## src/design/lmcs_consts.svh

```systemverilog
// Constants for the load-measurement and clock-sync control block.
// Assumes a 25 MHz core clock and an APB slave with byte addresses.
`ifndef LMCS_CONSTS_SVH
`define LMCS_CONSTS_SVH

`define MCLK_MHZ 25
`define MCLK_NS 40

// Register byte addresses.
`define A_MEAS_SEL 8'h00
`define A_RESULT_LO 8'h04
`define A_RESULT_HI 8'h08
`define A_EVENT_FLAGS 8'h0C
`define A_EVENT_MASK 8'h10
`define A_CLOCK_CTRL 8'h14
`define A_MODE_CTRL 8'h18
`define A_STATUS 8'h1C

// Field positions.
`define B_MEAS_TARGET 0
`define B_EV_MEAS 0
`define B_EV_CLK 1
`define B_SYNC_EN 0
`define F_NOM_LO 1
`define F_NOM_HI 5
`define B_DITHER 6
`define F_FPWM_LO 0
`define F_FPWM_HI 1
`define B_AUX2_SEL 2
`define F_AUX_OD_LO 3
`define F_AUX_OD_HI 4
`define F_AUX_VAL_LO 5
`define F_AUX_VAL_HI 6
`define F_RES_LOW_HI 7
`define B_RES_MSB 8
`define B_RES_HI 0
`define B_ST_BUSY 0
`define B_ST_VALID 1
`define B_ST_EXT 2
`define F_ST_PWM_LO 3
`define F_ST_PWM_HI 4

// Widths.
`define RESULT_W 9
`define NOM_W 5
`define MEAS_CNT_W 11
`define SW_CNT_W 16
`define EDGE_W 9
`define WIN_W 8
`define GAP_W 6

// Timing, in the printed units, and derived cycle counts.
`define MEAS_PFM_US 45
`define MEAS_PWM_US 4
`define MEAS_MAX_US 50
`define MEAS_PFM_CYC (`MEAS_PFM_US * `MCLK_MHZ)
`define MEAS_PWM_CYC (`MEAS_PWM_US * `MCLK_MHZ)
`define EXT_SWITCH_US 600
`define EXT_SWITCH_CYC (`EXT_SWITCH_US * `MCLK_MHZ)
`define WIN_US 10
`define WIN_CYC (`WIN_US * `MCLK_MHZ)
`define MISS_NS 1800
`define MISS_CYC (`MISS_NS / `MCLK_NS)
`define TOL_PCT 10
`define PCT_FULL 100

// One result count is 20 mA; all ones reads as 10.22 A.
`define RESULT_LSB_MA 20

`endif

```

## src/design/lmcs_pkg.sv

```systemverilog
// Types for the load-measurement and clock-sync control block.
// Assumes lmcs_consts.svh on the include path.
`include "lmcs_consts.svh"

package lmcs_pkg;

	typedef enum logic [1:0] {
		CLK_INT = 2'h0,
		CLK_WAIT = 2'h1,
		CLK_EXT = 2'h3
	} clk_state_t;

	typedef enum logic {
		MEAS_IDLE = 1'h0,
		MEAS_RUN = 1'h1
	} meas_state_t;

	typedef struct packed {
		meas_state_t meas_st;
		logic meas_target;
		logic [`MEAS_CNT_W-1:0] meas_cnt;
		logic [`RESULT_W-1:0] result;
		logic meas_flag;
		logic clk_flag;
		logic meas_mask;
		logic clk_mask;
		logic sync_en;
		logic [`NOM_W-1:0] nom_freq;
		logic dither_en;
		logic [1:0] fpwm;
		logic aux2_sel;
		logic [1:0] aux_od;
		logic [1:0] aux_val;
		clk_state_t clk_st;
		logic [`SW_CNT_W-1:0] sw_cnt;
		logic [1:0] load_s1;
		logic [1:0] load_s2;
		logic [`RESULT_W-1:0] code_s1;
		logic [`RESULT_W-1:0] code_s2;
		logic [31:0] prdata;
		logic slverr;
		logic [1:0] pwm;
		logic dither;
		logic irq;
		logic aux1;
		logic aux1_oe;
		logic pin;
		logic pin_oe;
	} ctrl_state_t;

	typedef struct packed {
		logic s1;
		logic s2;
		logic prev;
		logic [`WIN_W-1:0] win_cnt;
		logic [`EDGE_W-1:0] edge_cnt;
		logic [`GAP_W-1:0] gap_cnt;
		logic good;
		logic valid;
	} mon_state_t;

endpackage

```

## src/design/load_meas_clock_sync_ctrl.sv

```systemverilog
// Load-current measurement sequencer, sync clock control and output muxing.
// Assumes an APB master on mclk_i and analog front ends outside this block.
//
// Implementation choices: the APB interface to the registers and the register offsets.
`timescale 1ns/1ps

module load_meas_clock_sync_ctrl
	import lmcs_pkg::*;
#(
	parameter int unsigned SWITCH_DELAY_CYC = `EXT_SWITCH_CYC // Clock change delay.
)
(
	input wire logic mclk_i, // Core clock, 25 MHz.
	input wire logic rst_b_i, // Synchronous reset, active low.
	input wire logic psel_i, // APB select.
	input wire logic penable_i, // APB enable.
	input wire logic pwrite_i, // APB direction, high for write.
	input wire logic [7:0] paddr_i, // APB byte address.
	input wire logic [31:0] pwdata_i, // APB write data.
	output logic [31:0] prdata_o, // APB read data.
	output logic pready_o, // APB ready.
	output logic pslverr_o, // APB error for unmapped address.
	input wire logic [`RESULT_W-1:0] meas_code_i, // Current code from the sensor.
	input wire logic [1:0] load_high_i, // Per converter load above PWM level.
	input wire logic startup_done_i, // Pulse at start-up into standby.
	input wire logic conv_enable_i, // Pulse at standby to active.
	input wire logic sync_pin_i, // Sync pin level.
	output logic sync_pin_o, // Sync pin drive value.
	output logic sync_pin_oe_o, // Sync pin drive enable.
	output logic aux1_o, // First aux output drive value.
	output logic aux1_oe_o, // First aux output drive enable.
	output logic [1:0] pwm_mode_o, // Per converter PWM when high, PFM when low.
	output logic meas_target_o, // Converter under measurement.
	output logic meas_active_o, // Measurement running.
	output logic pll_enable_o, // Detector and PLL powered.
	output logic ext_clk_sel_o, // Converters use external clock.
	output logic dither_en_o, // Spread-spectrum for both converters.
	output logic irq_o // Unmasked event pending, active high.
);

	ctrl_state_t q;
	ctrl_state_t d;
	logic ext_valid;
	logic mon_en;
	logic wr;
	logic setup;
	logic meas_start;
	logic meas_end;
	logic clk_set;
	logic [1:0] ev_clr;
	logic [1:0] meas_force;
	logic [1:0] aux_drive;

	// Hardware set wins over a software clear in the same cycle.
	function automatic logic flag_next(input logic cur, input logic set, input logic clr);
		return set | (cur & ~clr);
	endfunction

	// Open-drain drives only a low; push-pull always drives.
	function automatic logic pin_enable(input logic od, input logic val);
		return od ? ~val : 1'b1;
	endfunction

	sync_clock_monitor i_sync_clock_monitor (
		.mclk_i(mclk_i),
		.rst_b_i(rst_b_i),
		.enable_i(mon_en),
		.pin_i(sync_pin_i),
		.nominal_i(q.nom_freq),
		.valid_o(ext_valid)
	);

	always_comb
	begin
		d = q;
		clk_set = 1'b0;
		meas_end = 1'b0;
		ev_clr = 2'h0;

		// Load flags and the sensor code pass two flops first.
		d.load_s1 = load_high_i;
		d.load_s2 = q.load_s1;
		d.code_s1 = meas_code_i;
		d.code_s2 = q.code_s1;

		wr = psel_i & penable_i & pwrite_i;
		setup = psel_i & ~penable_i;
		meas_start = wr && (paddr_i == `A_MEAS_SEL);

		// Detector runs only when sync is wanted and the pin is an input.
		mon_en = q.sync_en & ~q.aux2_sel;

		// Register writes, taken at the access edge.
		if (wr)
		begin
			unique case (paddr_i)
				`A_MEAS_SEL:
				begin
					d.meas_target = pwdata_i[`B_MEAS_TARGET];
				end
				`A_EVENT_FLAGS:
				begin
					ev_clr[0] = pwdata_i[`B_EV_MEAS];
					ev_clr[1] = pwdata_i[`B_EV_CLK];
				end
				`A_EVENT_MASK:
				begin
					d.meas_mask = pwdata_i[`B_EV_MEAS];
					d.clk_mask = pwdata_i[`B_EV_CLK];
				end
				`A_CLOCK_CTRL:
				begin
					d.sync_en = pwdata_i[`B_SYNC_EN];
					d.nom_freq = pwdata_i[`F_NOM_HI:`F_NOM_LO];
					d.dither_en = pwdata_i[`B_DITHER];
				end
				`A_MODE_CTRL:
				begin
					d.fpwm = pwdata_i[`F_FPWM_HI:`F_FPWM_LO];
					d.aux2_sel = pwdata_i[`B_AUX2_SEL];
					d.aux_od = pwdata_i[`F_AUX_OD_HI:`F_AUX_OD_LO];
					d.aux_val = pwdata_i[`F_AUX_VAL_HI:`F_AUX_VAL_LO];
				end
				default:
				begin
					d.meas_target = q.meas_target;
				end
			endcase
		end

		// Measurement sequencer; a new write restarts a running one.
		unique case (q.meas_st)
			MEAS_IDLE:
			begin
				if (meas_start)
				begin
					d.meas_st = MEAS_RUN;
				end
			end
			MEAS_RUN:
			begin
				if (meas_start)
				begin
					d.meas_st = MEAS_RUN;
				end
				else if (q.meas_cnt == '0)
				begin
					d.meas_st = MEAS_IDLE;
					meas_end = 1'b1;
				end
				else
				begin
					d.meas_cnt = q.meas_cnt - 1'b1;
				end
			end
		endcase
		if (meas_start)
		begin
			// A converter in PFM needs the long settle into PWM.
			if (q.pwm[pwdata_i[`B_MEAS_TARGET]])
			begin
				d.meas_cnt = `MEAS_CNT_W'(`MEAS_PWM_CYC - 1);
			end
			else
			begin
				d.meas_cnt = `MEAS_CNT_W'(`MEAS_PFM_CYC - 1);
			end
		end
		if (meas_end)
		begin
			// Code is kept raw; each count weighs 20 mA.
			d.result = q.code_s2;
		end

		// External clock selection.
		unique case (q.clk_st)
			CLK_INT:
			begin
				if (mon_en && ext_valid)
				begin
					d.clk_st = CLK_WAIT;
					d.sw_cnt = `SW_CNT_W'(SWITCH_DELAY_CYC - 1);
					clk_set = 1'b1;
				end
			end
			CLK_WAIT:
			begin
				if (!mon_en)
				begin
					d.clk_st = CLK_INT;
				end
				else if (!ext_valid)
				begin
					d.clk_st = CLK_INT;
					clk_set = 1'b1;
				end
				else if (q.sw_cnt == '0)
				begin
					d.clk_st = CLK_EXT;
				end
				else
				begin
					d.sw_cnt = q.sw_cnt - 1'b1;
				end
			end
			CLK_EXT:
			begin
				if (!mon_en)
				begin
					d.clk_st = CLK_INT;
				end
				else if (!ext_valid)
				begin
					// Switching continues on the RC clock.
					d.clk_st = CLK_INT;
					clk_set = 1'b1;
				end
			end
			default:
			begin
				d.clk_st = CLK_INT;
			end
		endcase
		if ((startup_done_i | conv_enable_i) && mon_en && !ext_valid)
		begin
			clk_set = 1'b1;
		end

		// Sticky events.
		d.meas_flag = flag_next(q.meas_flag, meas_end, ev_clr[0]);
		d.clk_flag = flag_next(q.clk_flag, clk_set, ev_clr[1]);
		d.irq = (d.meas_flag & ~d.meas_mask) | (d.clk_flag & ~d.clk_mask);

		// Converter modes.
		meas_force = 2'h0;
		if (d.meas_st == MEAS_RUN)
		begin
			meas_force[d.meas_target] = 1'b1;
		end
		d.pwm = meas_force | q.fpwm | q.load_s2;

		// One dither bit for both cores, off whenever sync is enabled.
		d.dither = q.dither_en & ~q.sync_en;

		// Aux outputs.
		aux_drive = q.aux_val;
		d.aux1 = aux_drive[0];
		d.aux1_oe = pin_enable(q.aux_od[0], aux_drive[0]);
		d.pin = q.aux2_sel & aux_drive[1];
		d.pin_oe = q.aux2_sel & pin_enable(q.aux_od[1], aux_drive[1]);

		// Read data is captured in the setup cycle.
		if (setup)
		begin
			d.slverr = 1'b0;
			d.prdata = '0;
			unique case (paddr_i)
				`A_MEAS_SEL:
				begin
					d.prdata[`B_MEAS_TARGET] = q.meas_target;
				end
				`A_RESULT_LO:
				begin
					d.prdata[`F_RES_LOW_HI:0] = q.result[`F_RES_LOW_HI:0];
				end
				`A_RESULT_HI:
				begin
					d.prdata[`B_RES_HI] = q.result[`B_RES_MSB];
				end
				`A_EVENT_FLAGS:
				begin
					d.prdata[`B_EV_MEAS] = q.meas_flag;
					d.prdata[`B_EV_CLK] = q.clk_flag;
				end
				`A_EVENT_MASK:
				begin
					d.prdata[`B_EV_MEAS] = q.meas_mask;
					d.prdata[`B_EV_CLK] = q.clk_mask;
				end
				`A_CLOCK_CTRL:
				begin
					d.prdata[`B_SYNC_EN] = q.sync_en;
					d.prdata[`F_NOM_HI:`F_NOM_LO] = q.nom_freq;
					d.prdata[`B_DITHER] = q.dither_en;
				end
				`A_MODE_CTRL:
				begin
					d.prdata[`F_FPWM_HI:`F_FPWM_LO] = q.fpwm;
					d.prdata[`B_AUX2_SEL] = q.aux2_sel;
					d.prdata[`F_AUX_OD_HI:`F_AUX_OD_LO] = q.aux_od;
					d.prdata[`F_AUX_VAL_HI:`F_AUX_VAL_LO] = q.aux_val;
				end
				`A_STATUS:
				begin
					d.prdata[`B_ST_BUSY] = (q.meas_st == MEAS_RUN);
					d.prdata[`B_ST_VALID] = ext_valid;
					d.prdata[`B_ST_EXT] = (q.clk_st == CLK_EXT);
					d.prdata[`F_ST_PWM_HI:`F_ST_PWM_LO] = q.pwm;
				end
				default:
				begin
					d.slverr = 1'b1;
				end
			endcase
		end
	end

	always_ff @(posedge mclk_i)
	begin
		if (!rst_b_i)
		begin
			q <= '0;
		end
		else
		begin
			q <= d;
		end
	end

	// Zero wait states: the access phase always completes.
	assign pready_o = psel_i & penable_i;
	assign pslverr_o = psel_i & penable_i & q.slverr;
	assign prdata_o = q.prdata;
	assign sync_pin_o = q.pin;
	assign sync_pin_oe_o = q.pin_oe;
	assign aux1_o = q.aux1;
	assign aux1_oe_o = q.aux1_oe;
	assign pwm_mode_o = q.pwm;
	assign meas_target_o = q.meas_target;
	assign meas_active_o = (q.meas_st == MEAS_RUN);
	assign pll_enable_o = q.sync_en & ~q.aux2_sel;
	assign ext_clk_sel_o = (q.clk_st == CLK_EXT);
	assign dither_en_o = q.dither;
	assign irq_o = q.irq;

endmodule

```

## src/design/sync_clock_monitor.sv

```systemverilog
// External sync clock presence and frequency checker.
// Assumes the sync pin is asynchronous and well below half the core clock.
`timescale 1ns/1ps

module sync_clock_monitor
	import lmcs_pkg::*;
(
	input wire logic mclk_i, // Core clock.
	input wire logic rst_b_i, // Synchronous reset, active low.
	input wire logic enable_i, // Detector powered.
	input wire logic pin_i, // Raw sync pin level.
	input wire logic [`NOM_W-1:0] nominal_i, // Expected frequency in MHz.
	output logic valid_o // Clock present and inside the window.
);

	mon_state_t q;
	mon_state_t d;
	logic edge_seen;
	logic in_range;
	logic [`EDGE_W-1:0] expect_cnt;
	logic [`EDGE_W-1:0] tol_cnt;

	always_comb
	begin
		d = q;
		d.s1 = pin_i;
		d.s2 = q.s1;
		d.prev = q.s2;
		edge_seen = q.s2 & ~q.prev;
		expect_cnt = `EDGE_W'(nominal_i * `WIN_US);
		tol_cnt = `EDGE_W'((expect_cnt * `TOL_PCT) / `PCT_FULL);
		// Codes of zero never count as a valid clock.
		in_range = (nominal_i != '0) && (q.edge_cnt >= expect_cnt - tol_cnt)
			&& (q.edge_cnt <= expect_cnt + tol_cnt);
		if (!enable_i)
		begin
			d.win_cnt = `WIN_W'(`WIN_CYC - 1);
			d.edge_cnt = '0;
			d.gap_cnt = '0;
			d.good = 1'b0;
			d.valid = 1'b0;
		end
		else
		begin
			if (q.win_cnt == '0)
			begin
				d.win_cnt = `WIN_W'(`WIN_CYC - 1);
				d.edge_cnt = `EDGE_W'(edge_seen);
				// Two good windows in a row act as the debounce.
				d.good = in_range;
				d.valid = in_range & q.good;
			end
			else
			begin
				d.win_cnt = q.win_cnt - 1'b1;
				d.edge_cnt = q.edge_cnt + `EDGE_W'(edge_seen);
			end
			if (edge_seen)
			begin
				d.gap_cnt = '0;
			end
			else if (q.gap_cnt == `GAP_W'(`MISS_CYC - 1))
			begin
				d.good = 1'b0;
				d.valid = 1'b0;
			end
			else
			begin
				d.gap_cnt = q.gap_cnt + 1'b1;
			end
		end
	end

	always_ff @(posedge mclk_i)
	begin
		if (!rst_b_i)
		begin
			q <= '0;
		end
		else
		begin
			q <= d;
		end
	end

	assign valid_o = q.valid;

endmodule
```

## config.mk

```make
export PLATFORM = sky130hd
export DESIGN_NAME = load_meas_clock_sync_ctrl
export DESIGN_NICKNAME = d
export VERILOG_FILES = /design/src/design/lmcs_pkg.sv /design/src/design/load_meas_clock_sync_ctrl.sv /design/src/design/sync_clock_monitor.sv
export VERILOG_INCLUDE_DIRS = /design/src /design/src/design
export SDC_FILE = /design/constraint.sdc
export NUM_CORES = 1
export LEC_CHECK = 0
export ABC_AREA = 1
export BUFFER_PORTS_ARGS = -buffer_cell sky130_fd_sc_hd__buf_2
export CORE_ASPECT_RATIO = 0.6
export CORE_UTILIZATION = 60
export CTS_BUF_LIST = sky130_fd_sc_hd__clkbuf_8
export DETAILED_ROUTE_END_ITERATION = 6
export PLACE_DENSITY = 0.8
export REMOVE_ABC_BUFFERS = 1
export SETUP_SLACK_MARGIN = 0.4
export SLEW_MARGIN = 20
export SYNTH_ARGS = -nofsm -noshare
export SYNTH_HDL_FRONTEND = slang
export SYNTH_SLANG_ARGS = --single-unit
```

## constraint.sdc

```tcl
create_clock -name mclk_i -period 21.2 [get_ports mclk_i]
set_input_delay 3.18 -clock mclk_i [delete_from_list [all_inputs] [get_ports mclk_i]]
set_output_delay 3.18 -clock mclk_i [all_outputs]
set_load 0.01 [all_outputs]
```

Word level (Yosys, flattened, before mapping)
Index checks and enable logic that the tools add are counted.
{ "totals": {"input_bits": 59, "reg_bits": 125, "elab_cells": 186} }
{ "op_classes": {"n_bitwise": 33, "eq_ne": 17, "reduce_logical": 26, "n_mux": 55, "div_mod_pow": 1, "addsub": 7, "n_lt_le_gt_ge": 5, "mul": 2} }
{ "ops": {"columns": ["cell", "n"], "rows": [
  ["$mux 16", 4],
  ["$mux 11", 4],
  ["$div 13x7->32 const B", 1],
  ["$eq 8x5->1 const B", 4],
  ["$pmux 16 s2", 1],
  ["$mux 25", 1],
  ["$mux 2", 12],
  ["$mux 1", 19],
  ["$mux 18", 1],
  ["$mux 17", 1],
  ["$eq 8x4->1 const B", 2],
  ["$logic_not 16->1", 1],
  ["$logic_not 8->1", 2],
  ["$sub 16x1->16 const B", 1],
  ["$and 1x1->1", 14],
  ["$mux 7", 2],
  ["$not 1->1", 13],
  ["$mux 6", 2],
  ["$pmux 2 s3", 2],
  ["$pmux 3 s4", 1],
  ["$logic_not 11->1", 1],
  ["$mul 8x3->11 const B", 1],
  ["$sub 11x1->11 const B", 1],
  ["$add 9x1->9", 1],
  ["34 further kinds", 54]
]} }

Logic depth before layout (Yosys ltp)
Gate-level depths: netlist (run 1).
{ "depth": {"ltp_word": 12, "ltp_mapped": 69, "depth_no_buf": 67} }

Cells and area by module
Synthesis (run 1) repeated with hierarchy kept, for this count alone.
{ "hier_totals": {"cells_unflattened": 1302, "hier_area_um2": 8872.3} }
{ "by_module_without_submodules": {"columns": ["mod", "cells_per_inst", "seq_area_each_um2", "area_each_um2", "n_inst"], "rows": [
  ["load_meas_clock_sync_ctrl", 658, 1941.9, 4699.5, 1],
  ["sync_clock_monitor", 644, 560.5, 4172.8, 1]
]} }

Worst setup path before layout (run 1)
OpenSTA, ideal clock, no wires.
{ "synth_path": {"path_type": "register to register", "from": "reg q[90] in the netlist's numbering", "to": "reg i_sync_clock_monitor.q, in the netlist i_sync_clock_monitor.valid_o", "arrival_ns": 7.873, "path_stages_with_launch": 55, "setup_ns": 0.121, "slack_ns": 13.206, "path_cell_list": "dfxtp_1 -> ha_1 -> ha_1 -> fa_1 -> xor2_1 -> ha_1 -> ha_1 -> nand2_1 -> inv_1 -> o21ai_1 -> nand3_1 -> a21o_1 -> nand2_1 -> inv_1 -> o21ai_0 -> o21ai_0 -> ha_1 -> inv_1 -> (+19 left out) -> nand3_1 -> nand3_2 -> nor2_4 -> nand2_4 -> ha_1 -> o31ai_1 -> a21oi_1 -> o21ai_0 -> xor2_1 -> ha_1 -> a21oi_1 -> nand2_1 -> a21oi_1 -> nor2_1 -> o2111ai_1 -> nor2_1 -> a21oi_1 -> nor2_1"} }
{ "synth_via": {"elab_chain_len": 11, "word_cells_on_any_way": 14, "cone_classes": "add/sub (2); mul (2); div (1); order compare (2); mux (3); bitwise (1); reduce/logical (3)"} }
{ "synth_rtl": {"columns": ["element", "line", "source"], "rows": [
  ["from (decl)", "load_meas_clock_sync_ctrl.sv:41", "ctrl_state_t q;"],
  ["from (signal assigned)", "load_meas_clock_sync_ctrl.sv:312", "q <= '0;"],
  ["from (signal assigned)", "load_meas_clock_sync_ctrl.sv:316", "q <= d;"],
  ["$mul 5x3->8 (no source line)", null, null],
  ["$mul 8x3->11 (no source line)", null, null],
  ["$div 13x7->32 (no source line)", null, null],
  ["$sub 9x9->9", "sync_clock_monitor.sv:33", "in_range = (nominal_i != '0) && (q.edge_cnt >= expect_cnt - tol_cnt)"],
  ["$ge 9x9->1", "sync_clock_monitor.sv:33", null],
  ["$logic_and 1x1->1", "sync_clock_monitor.sv:33", null],
  ["$logic_and 1x1->1 (*)", "sync_clock_monitor.sv:34", "&& (q.edge_cnt <= expect_cnt + tol_cnt);"],
  ["$and 1x1->1 (*)", "sync_clock_monitor.sv:51", "d.valid = in_range & q.good;"],
  ["$mux 2 (*)", "sync_clock_monitor.sv:45", "if (q.win_cnt == '0)"],
  ["$mux 2", "sync_clock_monitor.sv:62", "else if (q.gap_cnt == `GAP_W'(`MISS_CYC - 1))"],
  ["$mux 2 (*)", "sync_clock_monitor.sv:58", "if (edge_seen)"],
  ["to (signal assigned)", "sync_clock_monitor.sv:78", "q <= '0;"],
  ["to (signal assigned)", "sync_clock_monitor.sv:82", "q <= d;"],
  ["to (decl)", "sync_clock_monitor.sv:16", "mon_state_t q;"]
]} }
Every way passes the cells marked *; elsewhere a longest branch is shown, timed or not.
A chain may end at the register's enable or synchronous reset.

Final worst setup path (run 1)
Same ends and word-level chain as after synthesis.

==> metrics.txt, run 1 <==
cts repair resizes 0; max-cap check violation count 0; global-route wire length before repair between 30000 and 40000 um; Hold Fails Final Rpt 0; area occupied by registers 2500 um^2; Setup Fix Bufs, Post-CTS 0; maximum number of pins on one net before global-route repair 59; detailed router's first-iteration violation count slightly below 800; overflow left after global routing 0; Synth area leaders dfxtp_1 (30%), nand2_1 (11%), ha_1 (9.1%), inv_1 (7.9%), nor2_1 (5.8%); library cell used as clock root buffer clkbuf_8; clock tree sinks ~130; Fin Clk Skew roughly 0.014 ns; placer's final routability congestion estimate 0.912; Core Box Area 13200 um^2; residual DRC count 0; start-to-end type of the worst setup path reg -> reg; total number of placement rows 32; share of the synthesized area in the top cell type about 30%; Reg clk slew, reported paths 0.07 ns; antenna violations before repair 0; vias post-DR slightly below 8000; TritonCTS clock tree yes; kind of end point of the critical path flop; detailed-routing iteration count for the pre-antenna-repair pass 5; Seq cells post-synth approximately 130; power per cell area ~55 nW/um^2; endpoints failing setup 0; largest area contributor in the netlist dfxtp_1; largest fanout of any net on the critical path 12; Min Clock Period, post-route around 10 ns; number of primary I/O pins approximately 110; overall fraction of global-route tracks in use between 20 and 30%; count of input and output buffers 55; multi-input combinational cell area 4880 um^2; number of clock buffers inserted by TritonCTS 17; sequential fraction of the synthesis area 29.9%; per-cell routed wire length between 10 and 15 um; largest incremental delay on the critical path 0.65 ns; yosys warns 0; RSZ-0062 raised after global routing false; via count of the first global-routing pass 6862; worst-case vdd ir drop between 0.04 and 0.05 mV; Die Span Y 93.5 um; number of hold buffers added after CTS 0; remaining number of nets flagged by the antenna check after routing 0; Async SR Flop Fraction 0%; total negative slack for setup checks 0 ns; Synth-to-Final Area Change 8.24%; cell repeated most along the worst path nand2_1; relative slew slack about a quarter; Post-synth top flop dfxtp_1; type of origin of the critical path flop; fin worst setup slack 11.23 ns; Slew @ Worst Pin between 1 and 1.5 ns; via density per instance between 5 and 6; Final Power 495 uW; Arr. time, crit path approximately 10 ns; starting density of the core ~63%; type of the tightest min-delay check reg -> reg; Post-Place Cell Area roughly 8600 um^2; Top Family by Delay on Critical Path simple AND/OR/NAND/NOR gates; Antenna Cells 0; Max Root-Sink Buffers 2; final period utilization between 40 and 50%; Lkg Pwr between 0.004 and 0.005 uW; total of fill cells in the finished design between 1000 and 1500; number of library cell types mapped by synthesis 57; netlist area before placement around 8400 um^2; Buf/Inv on CP 6; Detailed Place HPWL between 10000 and 15000 um; layout cell share with drive strength beyond 1 13.4%; area enclosed by the die boundary 14400 um^2; mean instance size in the synthesized netlist a little under 7 um^2; status complete, no violations; post-route cell area between 9000 and 10000 um^2; Setup Slack @ Placement 11.49 ns; Routed Wire Length between 15000 and 20000 um; master of the slowest instance on the critical path dfxtp_1; Die X between 150 and 200 um; highest achievable clock rate approximately 100 MHz; number of flops mapped to enable cells by yosys 0; CTS H-tree lvls 4; gate count after technology mapping between 1000 and 1500; post-layout net count 1380; clock latency reported for the late side of the worst-skew pair ~0.43 ns; WP data required 21.50 ns; Slew Viols, Final 0
[registers in the layout, indices dropped and copies added (netlist names)]
signal	count
q	66
i_sync_clock_monitor.q	25
d	11
prdata_o	8
aux_drive	2
i_sync_clock_monitor.d	2
pwm_mode_o	2
aux1_o	1
aux1_oe_o	1
dither_en_o	1
i_sync_clock_monitor.valid_o	1
irq_o	1
meas_active_o	1
meas_target_o	1
sync_pin_o	1
sync_pin_oe_o	1
[cell usage in the layout (no fill, tap or decap), types with 24 or more instances in the layout]
cell type,instances
nand2_1,251
inv_1,175
nor2_1,130
dfxtp_1,125
a21oi_1,75
o21ai_0,61
ha_1,61
nand3_1,57
buf_2,55
xor2_1,29
conb_1,24
[worst register-to-register path, delay by kind of cell, from the launching register on]
kind / cells / cell delay (ns)
AOI/OAI and AO/OA: 11 / 1.77
buffers and inverters: 6 / 0.72
xor gates and xnor gates: 2 / 0.51
adders and majority gates: 7 / 2.27
DFF: 1 / 0.65
and+or+nand+nor: 30 / 3.91
[final timing paths]
| check | start | endpoint | slack [ns] | cells after the start |
|---|---|---|---|---|
| max | q[90] | i_sync_clock_monitor.valid_o | 11.23 | 56 |
| min | i_sync_clock_monitor.d[26] | i_sync_clock_monitor.d[25] | 0.41 | 2 |
| max reg2reg | q[90] | i_sync_clock_monitor.valid_o | 11.23 | 56 |
| min reg2reg | i_sync_clock_monitor.d[26] | i_sync_clock_monitor.d[25] | 0.41 | 2 |
[power by group]
part / leakage, uW / switching, uW / internal (uW)
logic: 0.00336 / 13.4 / 6.67
clock network: 0.000215 / 101 / 135
registers: 0.00102 / 1.38 / 238
total: 0.00459 / 115 / 380
[cells in the mapped netlist, types with 4 or more instances]
library cell / count
nand2_1: 251
inv_1: 175
nor2_1: 130
dfxtp_1: 125
a21oi_1: 75
ha_1: 61
o21ai_0: 61
nand3_1: 57
buf_4: 34
xor2_1: 29
nand4_1: 20
nand2_2: 18
nor3_1: 17
inv_2: 16
a31oi_1: 11
nand3_2: 11
or2_2: 11
clkbuf_1: 10
xnor2_1: 7
a211oi_1: 6
a221oi_1: 6
nand2_4: 6
o21a_1: 5
nand3b_1: 4
nor2_2: 4
nor2_4: 4
nor4_1: 4
o21ai_2: 4
[layer usage]
| metal | share of wire (%) | track usage (%) |
|---|---|---|
| met5 | 0 | 0 |
| met4 | 0.74 | 6.11 |
| met3 | 8.7 | 4.68 |
| met2 | 38 | 40.2 |
| met1 | 52 | 44.1 |
[kinds of logic after synthesis]
logic type	count (synthesis)	synth area share, %
AND/OR/NAND/NOR	546	30.1
buffers and inverters	244	12.8
AO/OA/AOI/OAI	192	13.2
flip-flops	125	29.9
adder cells (fa/ha/maj)	64	9.84
XOR/XNOR	37	4.10
other	1	0.0448
[layout make-up]
| cell class | instances | share of cell area (%) |
|---|---|---|
| timing repair buffer | 56 | 3.12 |
| clock inverter | 13 | 2.06 |
| inverter | 194 | 8.04 |
| sequential | 125 | 27.6 |
| clock buffer | 19 | 2.89 |
| tap | 170 | 2.35 |
| multi-input combinational | 863 | 53.9 |
[per-stage QoR]
step | instances | hold WS, ns | util, %
floorplan | 1182 | 0.390 | -
global placement | 1408 | 0.393 | 65.1
detailed placement | 1408 | 0.399 | 65.1
CTS | 1440 | 0.418 | 68.5
global route | 1440 | 0.435 | 68.5
finish | 1440 | 0.415 | 68.5
(Power assumes the default switching activity.)
==> run 2, diff against run 1 <==
Settings changed: CORE_UTILIZATION 60 to 55, PLACE_DENSITY 0.8 to 0.77.
Clock period 21.2 ns to 9.1 ns, I/O delays scaled along.
==> metrics.txt, run 2 (synthesis results as in run 1) <==
power per cell area approximately 120 nW/um^2; Detailed Place HPWL 14800 um; highest achievable clock rate between 100 and 150 MHz; remaining number of nets flagged by the antenna check after routing 0; fin worst setup slack roughly 0.64 ns; logic depth of the worst register-to-register path 55; RSZ-0062 raised after global routing true; detailed router's first-iteration violation count around 600; clock latency reported for the late side of the worst-skew pair about 0.43 ns; largest fanout of any net on the critical path 8; CTS H-tree lvls 4; Reg clk slew, reported paths about 0.070 ns; library cell used as clock root buffer clkbuf_8; switching power between 200 and 300 uW; power share of the clock group about half; global-route wire length before repair approximately 33000 um; overall fraction of global-route tracks in use about 26%; Max Root-Sink Buffers 2; part of the power in combinational logic approximately 4%; type of origin of the critical path flop; Flop pwr share a little under half; Final Power approximately 1200 uW; post-layout net count ~1400; Antenna Cells 0; Setup Slack @ Placement between 0.07 and 0.08 ns; via density per instance roughly 5.3; worst reg2reg startpoint q[91]; Slew @ Worst Pin slightly below 0.9 ns; placer's final routability congestion estimate approximately 0.88; Worst setup endpoint i_sync_clock_monitor.valid_o; Lkg Pwr 0.00485 uW; Slew Viols, Final 0; kind of end point of the critical path flop; Arr. time, crit path ~9 ns; endpoints failing setup 0; largest incremental delay on the critical path between 0.6 and 0.7 ns; clock tree sinks between 100 and 150; TritonCTS clock tree yes; most frequent standard cell in the layout excluding fill and tap cells nand2_1; commonest cells after routing, fill and taps aside nand2_1 (232), inv_1 (174), nor2_1 (122); number of primary I/O pins 105; start-to-end type of the worst setup path reg -> reg; starting density of the core about 57%; residual DRC count 0; maximum number of pins on one net before global-route repair 59; Die Span Y around 98 um; Die X 161 um; number of clock buffers inserted by TritonCTS 17; type of the tightest min-delay check reg -> reg; vias post-DR 7943; Min Clock Period, post-route 8.46 ns; status complete, no violations; cell repeated most along the worst path nand2_4; end-of-flow core utilization ~67%; relative slew slack around 41%; endpoint of the lowest-slack register-to-register path i_sync_clock_monitor.valid_o; Hold Fails Final Rpt 0; area occupied by registers 2510 um^2; Core Box Area roughly 15000 um^2; WP data required approximately 9.4 ns; master of the slowest instance on the critical path fa_2; count of input and output buffers 55; detailed-routing iteration count for the pre-antenna-repair pass 6; overflow left after global routing 0; total number of placement rows 34; Int Pwr 936 uW; Fin Clk Skew approximately 0.0082 ns; Sw Share between 20% and 30%; Synth-to-Final Area Change 17.9%; per-cell routed wire length 13.9 um; Routed Wire Length 20900 um; total negative slack for setup checks 0 ns; antenna violations before repair 0; final period utilization 92.9%; multi-input combinational cell area 5340 um^2; worst-case vdd ir drop 0.122 mV; total of fill cells in the finished design roughly 1200; Largest register FFs between 60 and 70; layout cell share with drive strength beyond 1 21.0%; max-cap check violation count 0; worst setup slack for register-to-register paths 0.64 ns; Reg with most FFs q; Setup crit start q[91]; via count of the first global-routing pass just under 7000; area enclosed by the die boundary between 15000 and 20000 um^2; number of hold buffers added after CTS 0
run 2: cell count changes in the layout (fill, tap and decap cells not counted), sizes merged:
cell | previous run | this run
nand3 | 70 | 73
clkinv | 6 | 5
buf | 56 | 90
bufinv | 4 | 6
clkinvlp | 4 | 3
run 2: through the flow:
| step | area [um^2] | instances | hold WS (ns) |
|---|---|---|---|
| 6_report | 9860 | 1505 | 0.418 |
| 5_1_grt | 9860 | 1505 | 0.436 |
| 4_1_cts | 9280 | 1482 | 0.412 |
| 3_5_place_dp | 8720 | 1446 | 0.402 |
| 3_3_place_gp | 8710 | 1446 | 0.393 |
| 2_1_floorplan | 8110 | 1182 | 0.390 |
run 2: metal layers:
layer	GRT usage (%)	wire length (um)	part of all wire, %
met5	0	0	0
met3	4.44	1630	7.8
met2	35.2	8420	40
met4	6.10	191	0.91
met1	41.3	10700	51
run 2: area by class of cell:
class	count	area share, %
clock buffer	19	2.65
clock inverter	13	2.23
inverter	194	7.44
multi-input combinational	866	54.2
sequential	125	25.5
tap	198	2.51
timing repair buffer	90	5.46
run 2: critical path: cells and delay by family, from the launching register on:
kind,cells,cell delay [ns]
xor gates and xnor gates,1,0.16
DFF,1,0.35
buffers and inverters,5,0.44
adders and majority gates,7,2.23
and+or+nand+nor,31,3.36
AOI/OAI and AO/OA,11,1.77
run 2: how the worst min path moves through the flow:
stage,start,endpoint,slack (ns),depth (start not counted)
global placement,i_sync_clock_monitor.d[26],i_sync_clock_monitor.d[25],0.39,2
global route,d[41],q[41],0.44,2
CTS,d[41],q[41],0.41,2
floorplan,i_sync_clock_monitor.d[26],i_sync_clock_monitor.d[25],0.39,2
finish,d[41],q[41],0.42,2
detailed placement,d[60],q[60],0.40,2
run 2: power by group through the flow:
stage | logic [uW] | registers, uW | clock network, uW
finish | 48.1 | 558 | 584
global route | 54.0 | 558 | 618
CTS | 46.4 | 558 | 590
detailed placement | 45.7 | 570 | 0
global placement | 44.8 | 570 | 0
floorplan | 26.1 | 570 | 0
run 2: timing repair:
item | in CTS | in global routing
cloned | 1 | 2
buffers inserted | 3 | 21
hold endpoints to repair | 0 | 0
pin swaps | 2 | 37
resized for setup | 11 | 92
endpoints found under the setup margin | 2 | 2
